===== src/pkg/rtc_ctrl_pkg.sv =====
`default_nettype none

package rtc_ctrl_pkg;

   // ------------------------------------------------------------
   // Register byte offsets
   // ------------------------------------------------------------
   localparam logic [5:0] OFS_ALARM_MONTH = 6'h00;
   localparam logic [5:0] OFS_ALARM_YEAR  = 6'h04;
   localparam logic [5:0] OFS_CONTROL     = 6'h08;
   localparam logic [5:0] OFS_KEY_FIRST   = 6'h0C;
   localparam logic [5:0] OFS_KEY_SECOND  = 6'h10;
   localparam logic [5:0] OFS_IRQ_STATUS  = 6'h14;
   localparam logic [5:0] OFS_IRQ_MASK    = 6'h18;
   localparam logic [5:0] OFS_STATE       = 6'h1C;

   // ------------------------------------------------------------
   // Field layouts
   // ------------------------------------------------------------
   localparam int MONTH_TENS_BIT  = 4;
   localparam int YEAR_TENS_LSB   = 4;
   localparam int CTL_RUN         = 0;
   localparam int CTL_ROUND       = 1;
   localparam int CTL_HOUR_COMP   = 2;
   localparam int CTL_TWELVE      = 3;
   localparam int CTL_PRELOAD     = 5;
   localparam int CTL_DISABLE     = 6;
   localparam int CTL_ISOLATION   = 7;
   localparam int IRQ_REFUSED     = 0;
   localparam int IRQ_ALARM       = 3;

   // Readable control bits: isolation reads zero, bit 4 reserved
   localparam logic [7:0] CTL_READ_MASK  = 8'h6F;
   localparam logic [7:0] CTL_WRITE_MASK = 8'hEF;
   localparam logic [3:0] IRQ_MASK_BITS  = 4'h9;

   // ------------------------------------------------------------
   // Reset values
   // ------------------------------------------------------------
   localparam logic [4:0]  MONTH_RESET = 5'h01;
   localparam logic [7:0]  YEAR_RESET  = 8'h00;
   localparam logic [7:0]  CTL_RESET   = 8'h00;
   localparam logic [3:0]  IRQ_RESET   = 4'h0;

   // Unlock keys, values are arbitrary
   localparam logic [31:0] KEY_FIRST  = 32'h5A5A_1357;
   localparam logic [31:0] KEY_SECOND = 32'hA5A5_2468;

endpackage

`default_nettype wire


===== src/design/alarm_compare.sv =====
`timescale 1ns/1ps
`default_nettype none

module alarm_compare (
   input  wire logic       clock,
   input  wire logic       rst,
   input  wire logic [4:0] alarm_month,
   input  wire logic [7:0] alarm_year,
   input  wire logic [4:0] current_month,
   input  wire logic [7:0] current_year,
   input  wire logic       time_match,
   input  wire logic       twelve_hour,
   input  wire logic       alarm_pm,
   input  wire logic       current_pm,
   output logic            alarm_event
);

   typedef struct packed {
      logic matched;
      logic event_out;
   } cmp_t;

   cmp_t state;
   cmp_t next_state;
   logic full_match;

   // ------------------------------------------------------------
   // Month, year and, in twelve-hour mode only, meridiem join the outer time match
   // ------------------------------------------------------------
   always_comb begin
      full_match = time_match && (alarm_month == current_month) &&
                   (alarm_year == current_year) &&
                   (!twelve_hour || alarm_pm == current_pm);
      next_state.matched   = full_match;
      // One event per match, not one per cycle while it lasts
      next_state.event_out = full_match && !state.matched;
   end

   always_ff @(posedge clock) begin
      if (rst) begin
         state <= '0;
      end else begin
         state <= next_state;
      end
   end

   assign alarm_event = state.event_out;

   event_cause_a: assert property (@(posedge clock) disable iff (rst)
      alarm_event |-> $past(alarm_month == current_month &&
                            alarm_year == current_year && time_match))
      else $error("alarm event without date match");

endmodule // alarm_compare

`default_nettype wire


===== src/design/rtc_ctrl_regs.sv =====
// Notes on behaviour
// Writes to alarm month, year and control ignored until keys written
// Alarm month is BCD: tens in bit 4, units in bits 3-0
// Alarm year is BCD: tens in bits 7-4, units in bits 3-0
// Stored alarm month and year take part in the alarm comparison
// Control bit 7 sets isolation, write-only, always reads zero
// Software must set isolation bit explicitly on read-modify-write
// Control bit 6 disables the module and gates the reference clock
// Software sets disable only when the clock is never needed
// While bit 5 is one, counter is preloaded and timekeeping halts (no preload while bit 6 disable is set)
// Software pulses the preload bit zero, one, zero
// Control bit 3 selects twelve-hour mode, zero selects 24-hour
// Control bit 2 enables compensation once every hour
// Control bit 1 rounds to nearest minute once, on next time read
// Control bit 0 runs or stops the reference counter
// Alarm hour bit 7 marks PM in twelve-hour mode
// Enabled alarm interrupt raised when alarm date and time match
// Reserved bits read zero and ignore writes
// Protected registers still read their contents while locked
//
// The placing of the registers and the Avalon-MM register port were decided locally.
`timescale 1ns/1ps
`default_nettype none

module rtc_ctrl_regs (
   input  wire logic        CLOCK,
   input  wire logic        RST,
   input  wire logic [5:0]  ADDRESS,
   input  wire logic        READ,
   input  wire logic        WRITE,
   input  wire logic [31:0] WRITEDATA,
   input  wire logic [3:0]  BYTEENABLE,
   output logic [31:0]      READDATA,
   output logic             WAITREQUEST,
   input  wire logic [4:0]  CURRENT_MONTH,
   input  wire logic [7:0]  CURRENT_YEAR,
   input  wire logic        TIME_MATCH,
   input  wire logic        ALARM_HOUR_PM,
   input  wire logic        CURRENT_HOUR_PM,
   input  wire logic        TIME_READ,
   input  wire logic        HOUR_TICK,
   output logic             COUNTER_RUN,
   output logic             COUNTER_PRELOAD,
   output logic             REF_CLOCK_ENABLE,
   output logic             ISOLATION_ENABLE,
   output logic             TWELVE_HOUR_SELECT,
   output logic             ROUND_NOW,
   output logic             COMPENSATE_NOW,
   output logic             IRQ
);

   typedef struct packed {
      logic [4:0]  month;
      logic [7:0]  year;
      logic [7:0]  ctrl;
      logic [3:0]  status;
      logic [3:0]  mask;
      logic        ack;
      logic [31:0] rdata;
      logic        round_now;
      logic        comp_now;
   } regs_t;

   regs_t state;
   regs_t next_state;
   logic  unlocked;
   logic  alarm_event;
   logic  request;
   logic  wr_now;
   logic  low_lane;
   logic  protected_hit;

   // ------------------------------------------------------------
   // Helpers
   // ------------------------------------------------------------
   write_lock write_lock_inst (
      .clock            (CLOCK),
      .rst              (RST),
      .key_first_write  (wr_now && ADDRESS == rtc_ctrl_pkg::OFS_KEY_FIRST),
      .key_second_write (wr_now && ADDRESS == rtc_ctrl_pkg::OFS_KEY_SECOND),
      .write_data       (WRITEDATA),
      .unlocked         (unlocked)
   );

   alarm_compare alarm_compare_inst (
      .clock         (CLOCK),
      .rst           (RST),
      .alarm_month   (state.month),
      .alarm_year    (state.year),
      .current_month (CURRENT_MONTH),
      .current_year  (CURRENT_YEAR),
      .time_match    (TIME_MATCH),
      .twelve_hour   (state.ctrl[rtc_ctrl_pkg::CTL_TWELVE]),
      .alarm_pm      (ALARM_HOUR_PM),
      .current_pm    (CURRENT_HOUR_PM),
      .alarm_event   (alarm_event)
   );

   // ------------------------------------------------------------
   // Bus handshake: one wait cycle, write lands on the answer edge
   // ------------------------------------------------------------
   assign request  = READ || WRITE;
   assign wr_now   = WRITE && state.ack;
   assign low_lane = BYTEENABLE[0];
   assign protected_hit = ADDRESS == rtc_ctrl_pkg::OFS_ALARM_MONTH ||
                          ADDRESS == rtc_ctrl_pkg::OFS_ALARM_YEAR ||
                          ADDRESS == rtc_ctrl_pkg::OFS_CONTROL;

   always_comb begin
      next_state           = state;
      next_state.ack       = request && !state.ack;
      next_state.round_now = 1'b0;
      next_state.comp_now  = 1'b0;

      // Read data is readable whether locked or not
      if (READ && !state.ack) begin
         unique case (ADDRESS)
            rtc_ctrl_pkg::OFS_ALARM_MONTH:
               next_state.rdata = {27'h000_0000, state.month};
            rtc_ctrl_pkg::OFS_ALARM_YEAR:
               next_state.rdata = {24'h00_0000, state.year};
            rtc_ctrl_pkg::OFS_CONTROL:
               next_state.rdata = {24'h00_0000,
                                   state.ctrl &
                                   rtc_ctrl_pkg::CTL_READ_MASK};
            rtc_ctrl_pkg::OFS_IRQ_STATUS:
               next_state.rdata = {28'h000_0000, state.status};
            rtc_ctrl_pkg::OFS_IRQ_MASK:
               next_state.rdata = {28'h000_0000, state.mask};
            rtc_ctrl_pkg::OFS_STATE:
               next_state.rdata = {30'h0000_0000, COUNTER_RUN, unlocked};
            default:
               next_state.rdata = 32'h0000_0000;
         endcase
      end

      if (wr_now && low_lane) begin
         if (protected_hit && !unlocked) begin
            next_state.status[rtc_ctrl_pkg::IRQ_REFUSED] = 1'b1;
         end else begin
            unique case (ADDRESS)
               rtc_ctrl_pkg::OFS_ALARM_MONTH:
                  next_state.month = WRITEDATA[4:0];
               rtc_ctrl_pkg::OFS_ALARM_YEAR:
                  next_state.year  = WRITEDATA[7:0];
               rtc_ctrl_pkg::OFS_CONTROL:
                  next_state.ctrl  = WRITEDATA[7:0] &
                                     rtc_ctrl_pkg::CTL_WRITE_MASK;
               rtc_ctrl_pkg::OFS_IRQ_STATUS:
                  next_state.status = state.status & ~WRITEDATA[3:0];
               rtc_ctrl_pkg::OFS_IRQ_MASK:
                  next_state.mask = WRITEDATA[3:0] &
                                    rtc_ctrl_pkg::IRQ_MASK_BITS;
               default: ;
            endcase
         end
      end

      // Rounding is one-shot: the next time read consumes the bit
      if (TIME_READ && state.ctrl[rtc_ctrl_pkg::CTL_ROUND]) begin
         next_state.round_now = 1'b1;
         if (!(wr_now && low_lane &&
               ADDRESS == rtc_ctrl_pkg::OFS_CONTROL)) begin
            next_state.ctrl[rtc_ctrl_pkg::CTL_ROUND] = 1'b0;
         end
      end

      next_state.comp_now = HOUR_TICK && COUNTER_RUN &&
                            state.ctrl[rtc_ctrl_pkg::CTL_HOUR_COMP];

      // Event set is applied after the register writes so it beats a same-cycle clear
      if (alarm_event) begin
         next_state.status[rtc_ctrl_pkg::IRQ_ALARM] = 1'b1;
      end
      if (wr_now && low_lane && protected_hit && !unlocked) begin
         next_state.status[rtc_ctrl_pkg::IRQ_REFUSED] = 1'b1;
      end
   end

   always_ff @(posedge CLOCK) begin
      if (RST) begin
         state        <= '0;
         state.month  <= rtc_ctrl_pkg::MONTH_RESET;
         state.year   <= rtc_ctrl_pkg::YEAR_RESET;
         state.ctrl   <= rtc_ctrl_pkg::CTL_RESET;
         state.status <= rtc_ctrl_pkg::IRQ_RESET;
         state.mask   <= rtc_ctrl_pkg::IRQ_RESET;
      end else begin
         state <= next_state;
      end
   end

   // ------------------------------------------------------------
   // Outputs to the counter chain
   // ------------------------------------------------------------
   // Disable overrides run: a gated reference cannot count anyway
   assign REF_CLOCK_ENABLE   = !state.ctrl[rtc_ctrl_pkg::CTL_DISABLE];
   assign COUNTER_PRELOAD    = state.ctrl[rtc_ctrl_pkg::CTL_PRELOAD] &&
                               REF_CLOCK_ENABLE;
   assign COUNTER_RUN        = state.ctrl[rtc_ctrl_pkg::CTL_RUN] &&
                               REF_CLOCK_ENABLE && !COUNTER_PRELOAD;
   assign ISOLATION_ENABLE   = state.ctrl[rtc_ctrl_pkg::CTL_ISOLATION];
   assign TWELVE_HOUR_SELECT = state.ctrl[rtc_ctrl_pkg::CTL_TWELVE];
   assign ROUND_NOW          = state.round_now;
   assign COMPENSATE_NOW     = state.comp_now;
   assign IRQ                = |(state.status & state.mask);
   assign READDATA           = state.rdata;
   assign WAITREQUEST        = request && !state.ack;

   // ------------------------------------------------------------
   // Checks
   // ------------------------------------------------------------
   locked_month_a: assert property (@(posedge CLOCK) disable iff (RST)
      (!unlocked && WRITE) |=> $stable(state.month) && $stable(state.ctrl))
      else $error("protected register changed while locked");

   month_write_a: assert property (@(posedge CLOCK) disable iff (RST)
      (unlocked && wr_now && low_lane &&
       ADDRESS == rtc_ctrl_pkg::OFS_ALARM_MONTH)
      |=> state.month == $past(WRITEDATA[4:0]))
      else $error("alarm month not stored");

   isolation_read_a: assert property (@(posedge CLOCK) disable iff (RST)
      (READ && !WAITREQUEST && $past(ADDRESS == rtc_ctrl_pkg::OFS_CONTROL))
      |-> READDATA[7] == 1'b0 && READDATA[4] == 1'b0)
      else $error("write-only or reserved control bit read as one");

   disable_gate_a: assert property (@(posedge CLOCK) disable iff (RST)
      state.ctrl[rtc_ctrl_pkg::CTL_DISABLE] |-> !REF_CLOCK_ENABLE &&
                                                !COUNTER_RUN)
      else $error("disabled module still clocked");

   preload_halt_a: assert property (@(posedge CLOCK) disable iff (RST)
      COUNTER_PRELOAD |-> !COUNTER_RUN)
      else $error("counter runs during preload");

   round_once_a: assert property (@(posedge CLOCK) disable iff (RST)
      ROUND_NOW |-> ##1 !ROUND_NOW)
      else $error("rounding repeated");

   round_cause_a: assert property (@(posedge CLOCK) disable iff (RST)
      (TIME_READ && state.ctrl[rtc_ctrl_pkg::CTL_ROUND] && !WRITE)
      |=> ROUND_NOW && !state.ctrl[rtc_ctrl_pkg::CTL_ROUND])
      else $error("time read did not round once");

   comp_hour_a: assert property (@(posedge CLOCK) disable iff (RST)
      COMPENSATE_NOW |-> $past(HOUR_TICK &&
                               state.ctrl[rtc_ctrl_pkg::CTL_HOUR_COMP]))
      else $error("compensation without hour tick");

   alarm_irq_a: assert property (@(posedge CLOCK) disable iff (RST)
      (alarm_event && state.mask[rtc_ctrl_pkg::IRQ_ALARM] &&
       !($past(state.mask[rtc_ctrl_pkg::IRQ_ALARM]) == 1'b0))
      |=> IRQ)
      else $error("enabled alarm did not raise interrupt");

   answer_wait_a: assert property (@(posedge CLOCK) disable iff (RST)
      ($rose(request) || (request && $past(!WAITREQUEST))) |->
      WAITREQUEST ##1 (!WAITREQUEST || !request))
      else $error("bus answer not after one wait cycle");

endmodule // rtc_ctrl_regs

`default_nettype wire


===== src/design/write_lock.sv =====
`timescale 1ns/1ps
`default_nettype none

module write_lock (
   input  wire logic        clock,
   input  wire logic        rst,
   input  wire logic        key_first_write,
   input  wire logic        key_second_write,
   input  wire logic [31:0] write_data,
   output logic             unlocked
);

   typedef enum logic [1:0] {LOCKED, HALF_OPEN, OPEN} lock_state_t;
   typedef struct packed {
      lock_state_t mode;
   } lock_t;

   lock_t state;
   lock_t next_state;

   // ------------------------------------------------------------
   // Two-key sequence; any wrong key closes the lock again
   // ------------------------------------------------------------
   always_comb begin
      next_state = state;
      if (key_first_write) begin
         next_state.mode = (write_data == rtc_ctrl_pkg::KEY_FIRST) ?
                           HALF_OPEN : LOCKED;
      end else if (key_second_write) begin
         next_state.mode = (write_data == rtc_ctrl_pkg::KEY_SECOND &&
                            state.mode != LOCKED) ? OPEN : LOCKED;
      end
   end

   always_ff @(posedge clock) begin
      if (rst) begin
         next_state_hold: state <= '{mode: LOCKED};
      end else begin
         state <= next_state;
      end
   end

   assign unlocked = (state.mode == OPEN);

   open_needs_key_a: assert property (@(posedge clock) disable iff (rst)
      $rose(unlocked) |-> $past(key_second_write))
      else $error("lock opened without second key");

endmodule // write_lock

`default_nettype wire


===== config.mk =====
export PLATFORM = sky130hd
export DESIGN_NAME = rtc_ctrl_regs
export DESIGN_NICKNAME = d
export VERILOG_FILES = /design/src/pkg/rtc_ctrl_pkg.sv /design/src/design/alarm_compare.sv /design/src/design/rtc_ctrl_regs.sv /design/src/design/write_lock.sv
export SDC_FILE = /design/constraint.sdc
export NUM_CORES = 1
export LEC_CHECK = 0
export ABC_AREA = 0
export ABC_CLOCK_PERIOD_IN_PS = 1500
export BUFFER_PORTS_ARGS = -buffer_cell sky130_fd_sc_hd__buf_4
export CORE_ASPECT_RATIO = 2
export CORE_MARGIN = 4
export CORE_UTILIZATION = 24
export DETAILED_ROUTE_END_ITERATION = 7
export GPL_ROUTABILITY_DRIVEN = 0
export GPL_TIMING_DRIVEN = 1
export PLACE_DENSITY = 0.57
export SLEW_MARGIN = 5
export SYNTH_ARGS = -nofsm -noshare
export SYNTH_HDL_FRONTEND = slang
export SYNTH_SLANG_ARGS = --single-unit

===== constraint.sdc =====
create_clock -name CLOCK -period 1.5 [get_ports CLOCK]
set_input_delay 0.075 -clock CLOCK [delete_from_list [all_inputs] [get_ports CLOCK]]
set_output_delay 0.075 -clock CLOCK [all_outputs]
set_load 0.02 [all_outputs]

==> flow_summary.ini, run 1 <==
[drt]
drc = 0
ant_nets = 0
viasPerCell = 4.59
drt_iter0_drc = 115
drtPass1Iterations = 4
num_vias = 2305
wirelength_mm = 7.79
drt-wirelength-per-cell_um = 15.5

[critical_path]
cp.required_ns = 1.70
cpMaxStageDelayCell = or4_4
worst_setup_path_end_kind = register
start_kind = input port
cp_slowest_stage_delay_ns = 0.56
arrival_ns = 1.66
crit_type = input port to register
crit_fanout = 4
cp_top_family = simple AND/OR/NAND/NOR gates
path_cells = buf_4 > or4_4 > or3_1 > or4_1 > o31ai_1
worst-path-buf-inv = 1

[logic_synthesis]
yosys_warnings = 0
yosys.area.top_type_share = 0.345
synthCells = 283
ys_seq_area_frac = 0.345
avgSynthCellArea_sq_um = 8.40
ys_seq_elements = 41
synth_cell_types = 46
synth_top_area_cell = dfxtp_1
synth_top_cells_by_area = dfxtp_1 (35%), buf_4 (10%), mux2i_1 (8.8%)
synth.cell_area_sq_um = 2380
synth-main-ff-cell = dfxtp_1
async_flop_share = 0
synth-edff-count = 0

[die]
initial_core_util = 0.245
core.rowCount = 51
die_y_um = 149
dieWidth_um = 78.4
dieArea_sq_um = 11700
io_pins = 105
core_area_sq_um = 9700

[finish]
finalNonFillerCells = 502
mostFrequentLayoutCell = buf_4
synthToLayoutAreaGrowth_pct = 38.2
final_cell_mix = buf_4 (98), dfxtp_1 (40), nand2_1 (29)
final_area_sq_um = 3280
num_antenna_cells = 0
final_core_util = 0.339
drive_gt1_frac = 0.311
layout.nets = 433

[cts]
cts_buffer_depth = 2
clk_pin_slew_ns = 0.06
clkLatencyLatePin_ns = 0.29
cts_buffers = 5
cts_tree = yes
htreeDepth = 2
clock-root-buffer = clkbuf_16
cts.sinks = 41

[timing]
slew-limit-headroom = 0.672
fin_worst_skew_ns = 0.00586
drv_slew = 0
final.min_clock_period_ns = 1.45
fin_crit_sh = 0.970
hold_viol = 0
max_freq_mhz = 688
setup_viol = 0
rsz0062_at_grt = false
worst_pin_slew_ns = 0.487
setup_ws_ns = 0.0455

[min_path]
worstHoldPathType = input port to register

[power]
peakVddDrop_mv = 0.389
power_density_nw_per_um2 = 835
finalPower_w = 0.00274
p_leak_nw = 1.46

[global_routing]
grt_overflow_total = 0
grt_max_degree = 21
grt_pass1_wl_mm = 12.2
antenna_found_initial = 0
grtUsageTotal = 0.138
grt_pass1_vias = 2278

[place]
pre_cts_slack_ns = -0.245
dpl-instance-area_sq_um = 3100
hpwl_mm = 6.53
dpl.cell_count = 494
portBuffers = 77

[run_status]
outcome = finished clean

[flow_run]
cap_violations = 0
==> layer usage <==
layer / up-vias / GRT usage / part of all wire
met5: - / 0 / 0
met4: 0 / 0.0736 / 0.031
met3: 14 / 0.0230 / 0.060
met2: 96 / 0.271 / 0.58
met1: 1068 / 0.132 / 0.33
li1: 1127 / - / -
==> state kept, by name, summed over array words and instances (netlist names) <==
name                            count
write_lock_inst.state               2
COMPENSATE_NOW                      1
alarm_compare_inst.state            1
alarm_compare_inst.alarm_event      1
READDATA                            8
TWELVE_HOUR_SELECT                  1
ROUND_NOW                           1
state                              25
ISOLATION_ENABLE                    1
==> logic make-up (layout without fill, tap and decap cells) <==
| logic type | Yosys count | in the layout | share of synthesized area |
|---|---|---|---|
| buffers and inverters | 48 | 112 | 0.127 |
| AOI/OAI and AO/OA | 35 | 35 | 0.0964 |
| muxes | 21 | 21 | 0.0885 |
| and+or+nand+nor | 123 | 123 | 0.290 |
| xor gates and xnor gates | 14 | 14 | 0.0516 |
| DFF | 41 | 41 | 0.345 |
| other | 1 | 24 | 0.00158 |
==> synth_stat cells, types with 3 or more instances <==
master    instances
nor2_1           25
and3_1            3
nor4bb_1          5
nor2b_1           5
nand2_1          29
xor2_1            6
inv_1             5
nor4b_1           6
nor3_1            8
buf_1             3
nand2b_1          4
nand3_1           7
a22o_1            3
nor4_1            6
nand4_1           8
a21oi_1          15
mux2i_1          21
dfxtp_1          41
clkbuf_1          7
xnor2_1           8
buf_4            32
==> worst register-to-register path: cells and delay by family (launching register included) <==
kind / cells / cell delay, ns
simple gates: 4 / 0.95
flops: 1 / 0.36
==> per-stage QoR <==
step	hold slack, ns	setup TNS [ns]
2_1_floorplan	0.163	0
3_3_place_gp	0.320	-0.247
3_5_place_dp	0.321	-0.365
4_1_cts	0.0157	0
5_1_grt	0.0414	0
6_report	0.0207	0
==> final cells by class <==
class	instances	area, sq um
Fill cell	1078	6410
Multi-Input combinational cell	217	1350
Sequential cell	41	822
Timing Repair Buffer	99	756
Tap cell	132	165
Clock buffer	7	143
Clock inverter	1	30.0
Inverter	5	18.8
==> report_power, final <==
| group | internal [W] | leakage [nW] | switching, W |
|---|---|---|---|
| Clock | 0.000831 | 0.0841 | 0.000434 |
| Sequential | 0.00109 | 0.331 | 0.00000317 |
| Combinational | 0.000176 | 1.04 | 0.000205 |
==> timing repair <==
action                                  in CTS  in global routing
gates resized for setup                      0                  5
buffers inserted                             0                  0
endpoints found under the setup margin       0                 23
hold buffers                                 0                  0
==> final timing paths <==
path | startpoint | end | slack (ns) | cells past startpoint
setup reg to reg | write_lock_inst.state[1]$_SDFFE_PP0P_ | state[44]$_SDFF_PP0_ | 0.08 | 4
hold / removal | WRITEDATA[2] | state[41]$_SDFFE_PP0P_ | 0.02 | 2
setup / recovery | ADDRESS[1] | write_lock_inst.state[0]$_SDFFE_PP0P_ | 0.05 | 5
hold reg to reg | alarm_compare_inst.state[1]$_SDFF_PP0_ | alarm_compare_inst.alarm_event$_SDFF_PP0_ | 0.39 | 1
Note: power is estimated with default switching activity, not from simulation.
==> run 2, diff against run 1 <==
- CORE_UTILIZATION: 24 -> 43
- PLACE_DENSITY: 0.57 -> 0.85
- SYNTH_HIERARCHICAL: not set -> 1
==> flow_summary.ini, run 2 <==
[critical_path]
crit_type = register to register
reg2reg_to = state[35]$_SDFFE_PP0P_
r2r_cells = 5
cp.required_ns = 1.68
start_kind = register
rr_startpoint = state[34]$_SDFF_PP0_
crit_fanout = 6
worst_setup_path_end_kind = register
reg2reg_setup_slack_ns = 0.17
arrival_ns = 1.52

[drt]
wirelength_mm = 6.68
drc = 0
drt_iter0_drc = 71
ant_nets = 0
viasPerCell = 5.36
drt-wirelength-per-cell_um = 15.9
num_vias = 2246
drtPass1Iterations = 5

[die]
initial_core_util = 0.446
io_pins = 105
core_area_sq_um = 5470
core.rowCount = 38
dieArea_sq_um = 7010
dieWidth_um = 61.2
die_y_um = 114

[power]
peakVddDrop_mv = 0.756
p_clk_frac = 0.327
comb_power_share = 0.173
switching_share = 0.273
p_sw_w = 0.000596
power_density_nw_per_um2 = 688
intPower_w = 0.00159
p_leak_nw = 1.53
seqPwrFrac = 0.500

[logic_synthesis]
synth_top_area_cell = dfxtp_1
synth_cell_types = 51
async_flop_share = 0
ys_top_cells_by_count = dfxtp_1 (41), buf_4 (32), nor2_1 (32)
synthCells = 271
synth_most_common_cell = dfxtp_1
ys_seq_elements = 41
synth-edff-count = 0
yosys_warnings = 6
synth-main-ff-cell = dfxtp_1
yosys.area.top_type_share = 0.337
synth.cell_area_sq_um = 2440
ys_seq_area_frac = 0.337
synth_top_cells_by_area = dfxtp_1 (34%), mux2i_1 (11%), buf_4 (9.9%)
avgSynthCellArea_sq_um = 8.99

[timing]
setup_viol = 0
final.min_clock_period_ns = 1.33
setup_ws_ns = 0.166
drv_slew = 0
max_freq_mhz = 749
fin_crit_sh = 0.890
fin_worst_skew_ns = 0.00519
setup_tns_ns = 0
rsz0062_at_grt = false
hold_viol = 0

[finish]
num_antenna_cells = 0
largest_reg_flops = 25
layout.nets = 422
final_cell_mix = buf_4 (98), dfxtp_1 (41), nor2_1 (32)
drive_gt1_frac = 0.351
final_area_sq_um = 3170
fillCellCount = 457
mostFrequentLayoutCell = buf_4
final_core_util = 0.580
regMostFlops = state
synthToLayoutAreaGrowth_pct = 30.1

[place]
hpwl_mm = 5.52
portBuffers = 77
dpl-instance-area_sq_um = 3070
pre_cts_slack_ns = -0.102

[cts]
cts.sinks = 41
htreeDepth = 2
clock-root-buffer = clkbuf_8
cts_tree = yes
clk_pin_slew_ns = 0.08
cts_buffers = 5
clkLatencyLatePin_ns = 0.30
cts_buffer_depth = 2

[global_routing]
grt_pass1_vias = 2308
grtUsageTotal = 0.200
grt_overflow_total = 0
grt_pass1_wl_mm = 10.4
antenna_found_initial = 0
grt_max_degree = 40

[flow_run]
cap_violations = 0

[min_path]
worstHoldPathType = input port to register
holdPathEnd = ROUND_NOW$_SDFF_PP0_
hp-start = TIME_READ
holdPathStages = 3

[run_status]
outcome = finished clean
[run 2: cell count changes in the layout (fill, tap and decap cells not counted), moves of 5 or more]
cell	before	now
clkbuf_16	5	0
mux2i_1	21	26
nor3_1	8	3
a21oi_1	15	9
nand2_1	29	15
nor2_1	25	32
[run 2: cell type report]
| type | instances | area [sq um] | share of cell area |
|---|---|---|---|
| Tap cell | 60 | 75.1 | 0.0237 |
| Inverter | 3 | 11.3 | 0.00355 |
| Timing Repair Buffer | 99 | 746 | 0.235 |
| Multi-Input combinational cell | 208 | 1440 | 0.453 |
| Sequential cell | 41 | 821 | 0.259 |
| Clock inverter | 2 | 10.0 | 0.00316 |
| Clock buffer | 6 | 72.6 | 0.0229 |
[run 2: metrics by stage]
| stage | std cells | power, W | hold WS [ns] |
|---|---|---|---|
| floorplan | 294 | 0.00133 | 0.148 |
| global placement | 410 | 0.00148 | 0.308 |
| detailed placement | 410 | 0.00149 | 0.309 |
| CTS | 419 | 0.00219 | 0.0134 |
| global route | 419 | 0.00226 | 0.0192 |
| finish | 419 | 0.00218 | 0.0185 |
[run 2: worst max-delay path, cell delays in order, from the launching register on]
cell and delay (ns):
dfxtp_1 0.33, and3_2 0.29, buf_4 0.15, and3_1 0.21, mux2i_1 0.19, nor2_1 0.05
[run 2: routing by layer]
metal	vias to the layer above	part of all wire	GRT usage
met3	21	0.063	0.0384
li1	1084	-	-
met5	-	0	0
met4	0	0.060	0.139
met2	106	0.56	0.358
met1	1035	0.32	0.189
[run 2: how the worst max path moves through the flow]
stage | from | endpoint | slack [ns]
after CTS | state[34]$_SDFF_PP0_ | state[35]$_SDFFE_PP0P_ | 0.05
after global placement | ADDRESS[1] | write_lock_inst/state[0]$_SDFFE_PP0P_ | -0.08
after detailed placement | ADDRESS[1] | write_lock_inst/state[0]$_SDFFE_PP0P_ | -0.10
final | state[34]$_SDFF_PP0_ | state[35]$_SDFFE_PP0P_ | 0.17
after floorplan | ADDRESS[4] | write_lock_inst/state[0]$_SDFFE_PP0P_ | 0.006
after global routing | state[34]$_SDFF_PP0_ | state[38]$_SDFFE_PP0P_ | 0.07
[run 2: repair_timing]
action / 4_1_cts / 5_1_grt
endpoints found under the setup margin: 0 / 3
setup buffers: 0 / 0
endpoints found under the hold margin: 1 / 0
gates resized for setup: 0 / 2
hold buffers: 1 / 0
[run 2: power groups by stage]
stage               sequential [W]  clock [W]  combinational (W)
global placement           0.00112          0           0.000366
finish                     0.00109   0.000713           0.000378
detailed placement         0.00112          0           0.000372
CTS                        0.00109   0.000727           0.000375
global route               0.00109   0.000765           0.000408
floorplan                  0.00112          0           0.000212
[run 2: logic make-up after synthesis]
logic type	Yosys count	synth area share
and+or+nand+nor	110	0.286
buffers and inverters	45	0.119
DFF	41	0.337
AOI/OAI and AO/OA	32	0.0899
muxes	28	0.116
xor gates and xnor gates	14	0.0503
other	1	0.00154
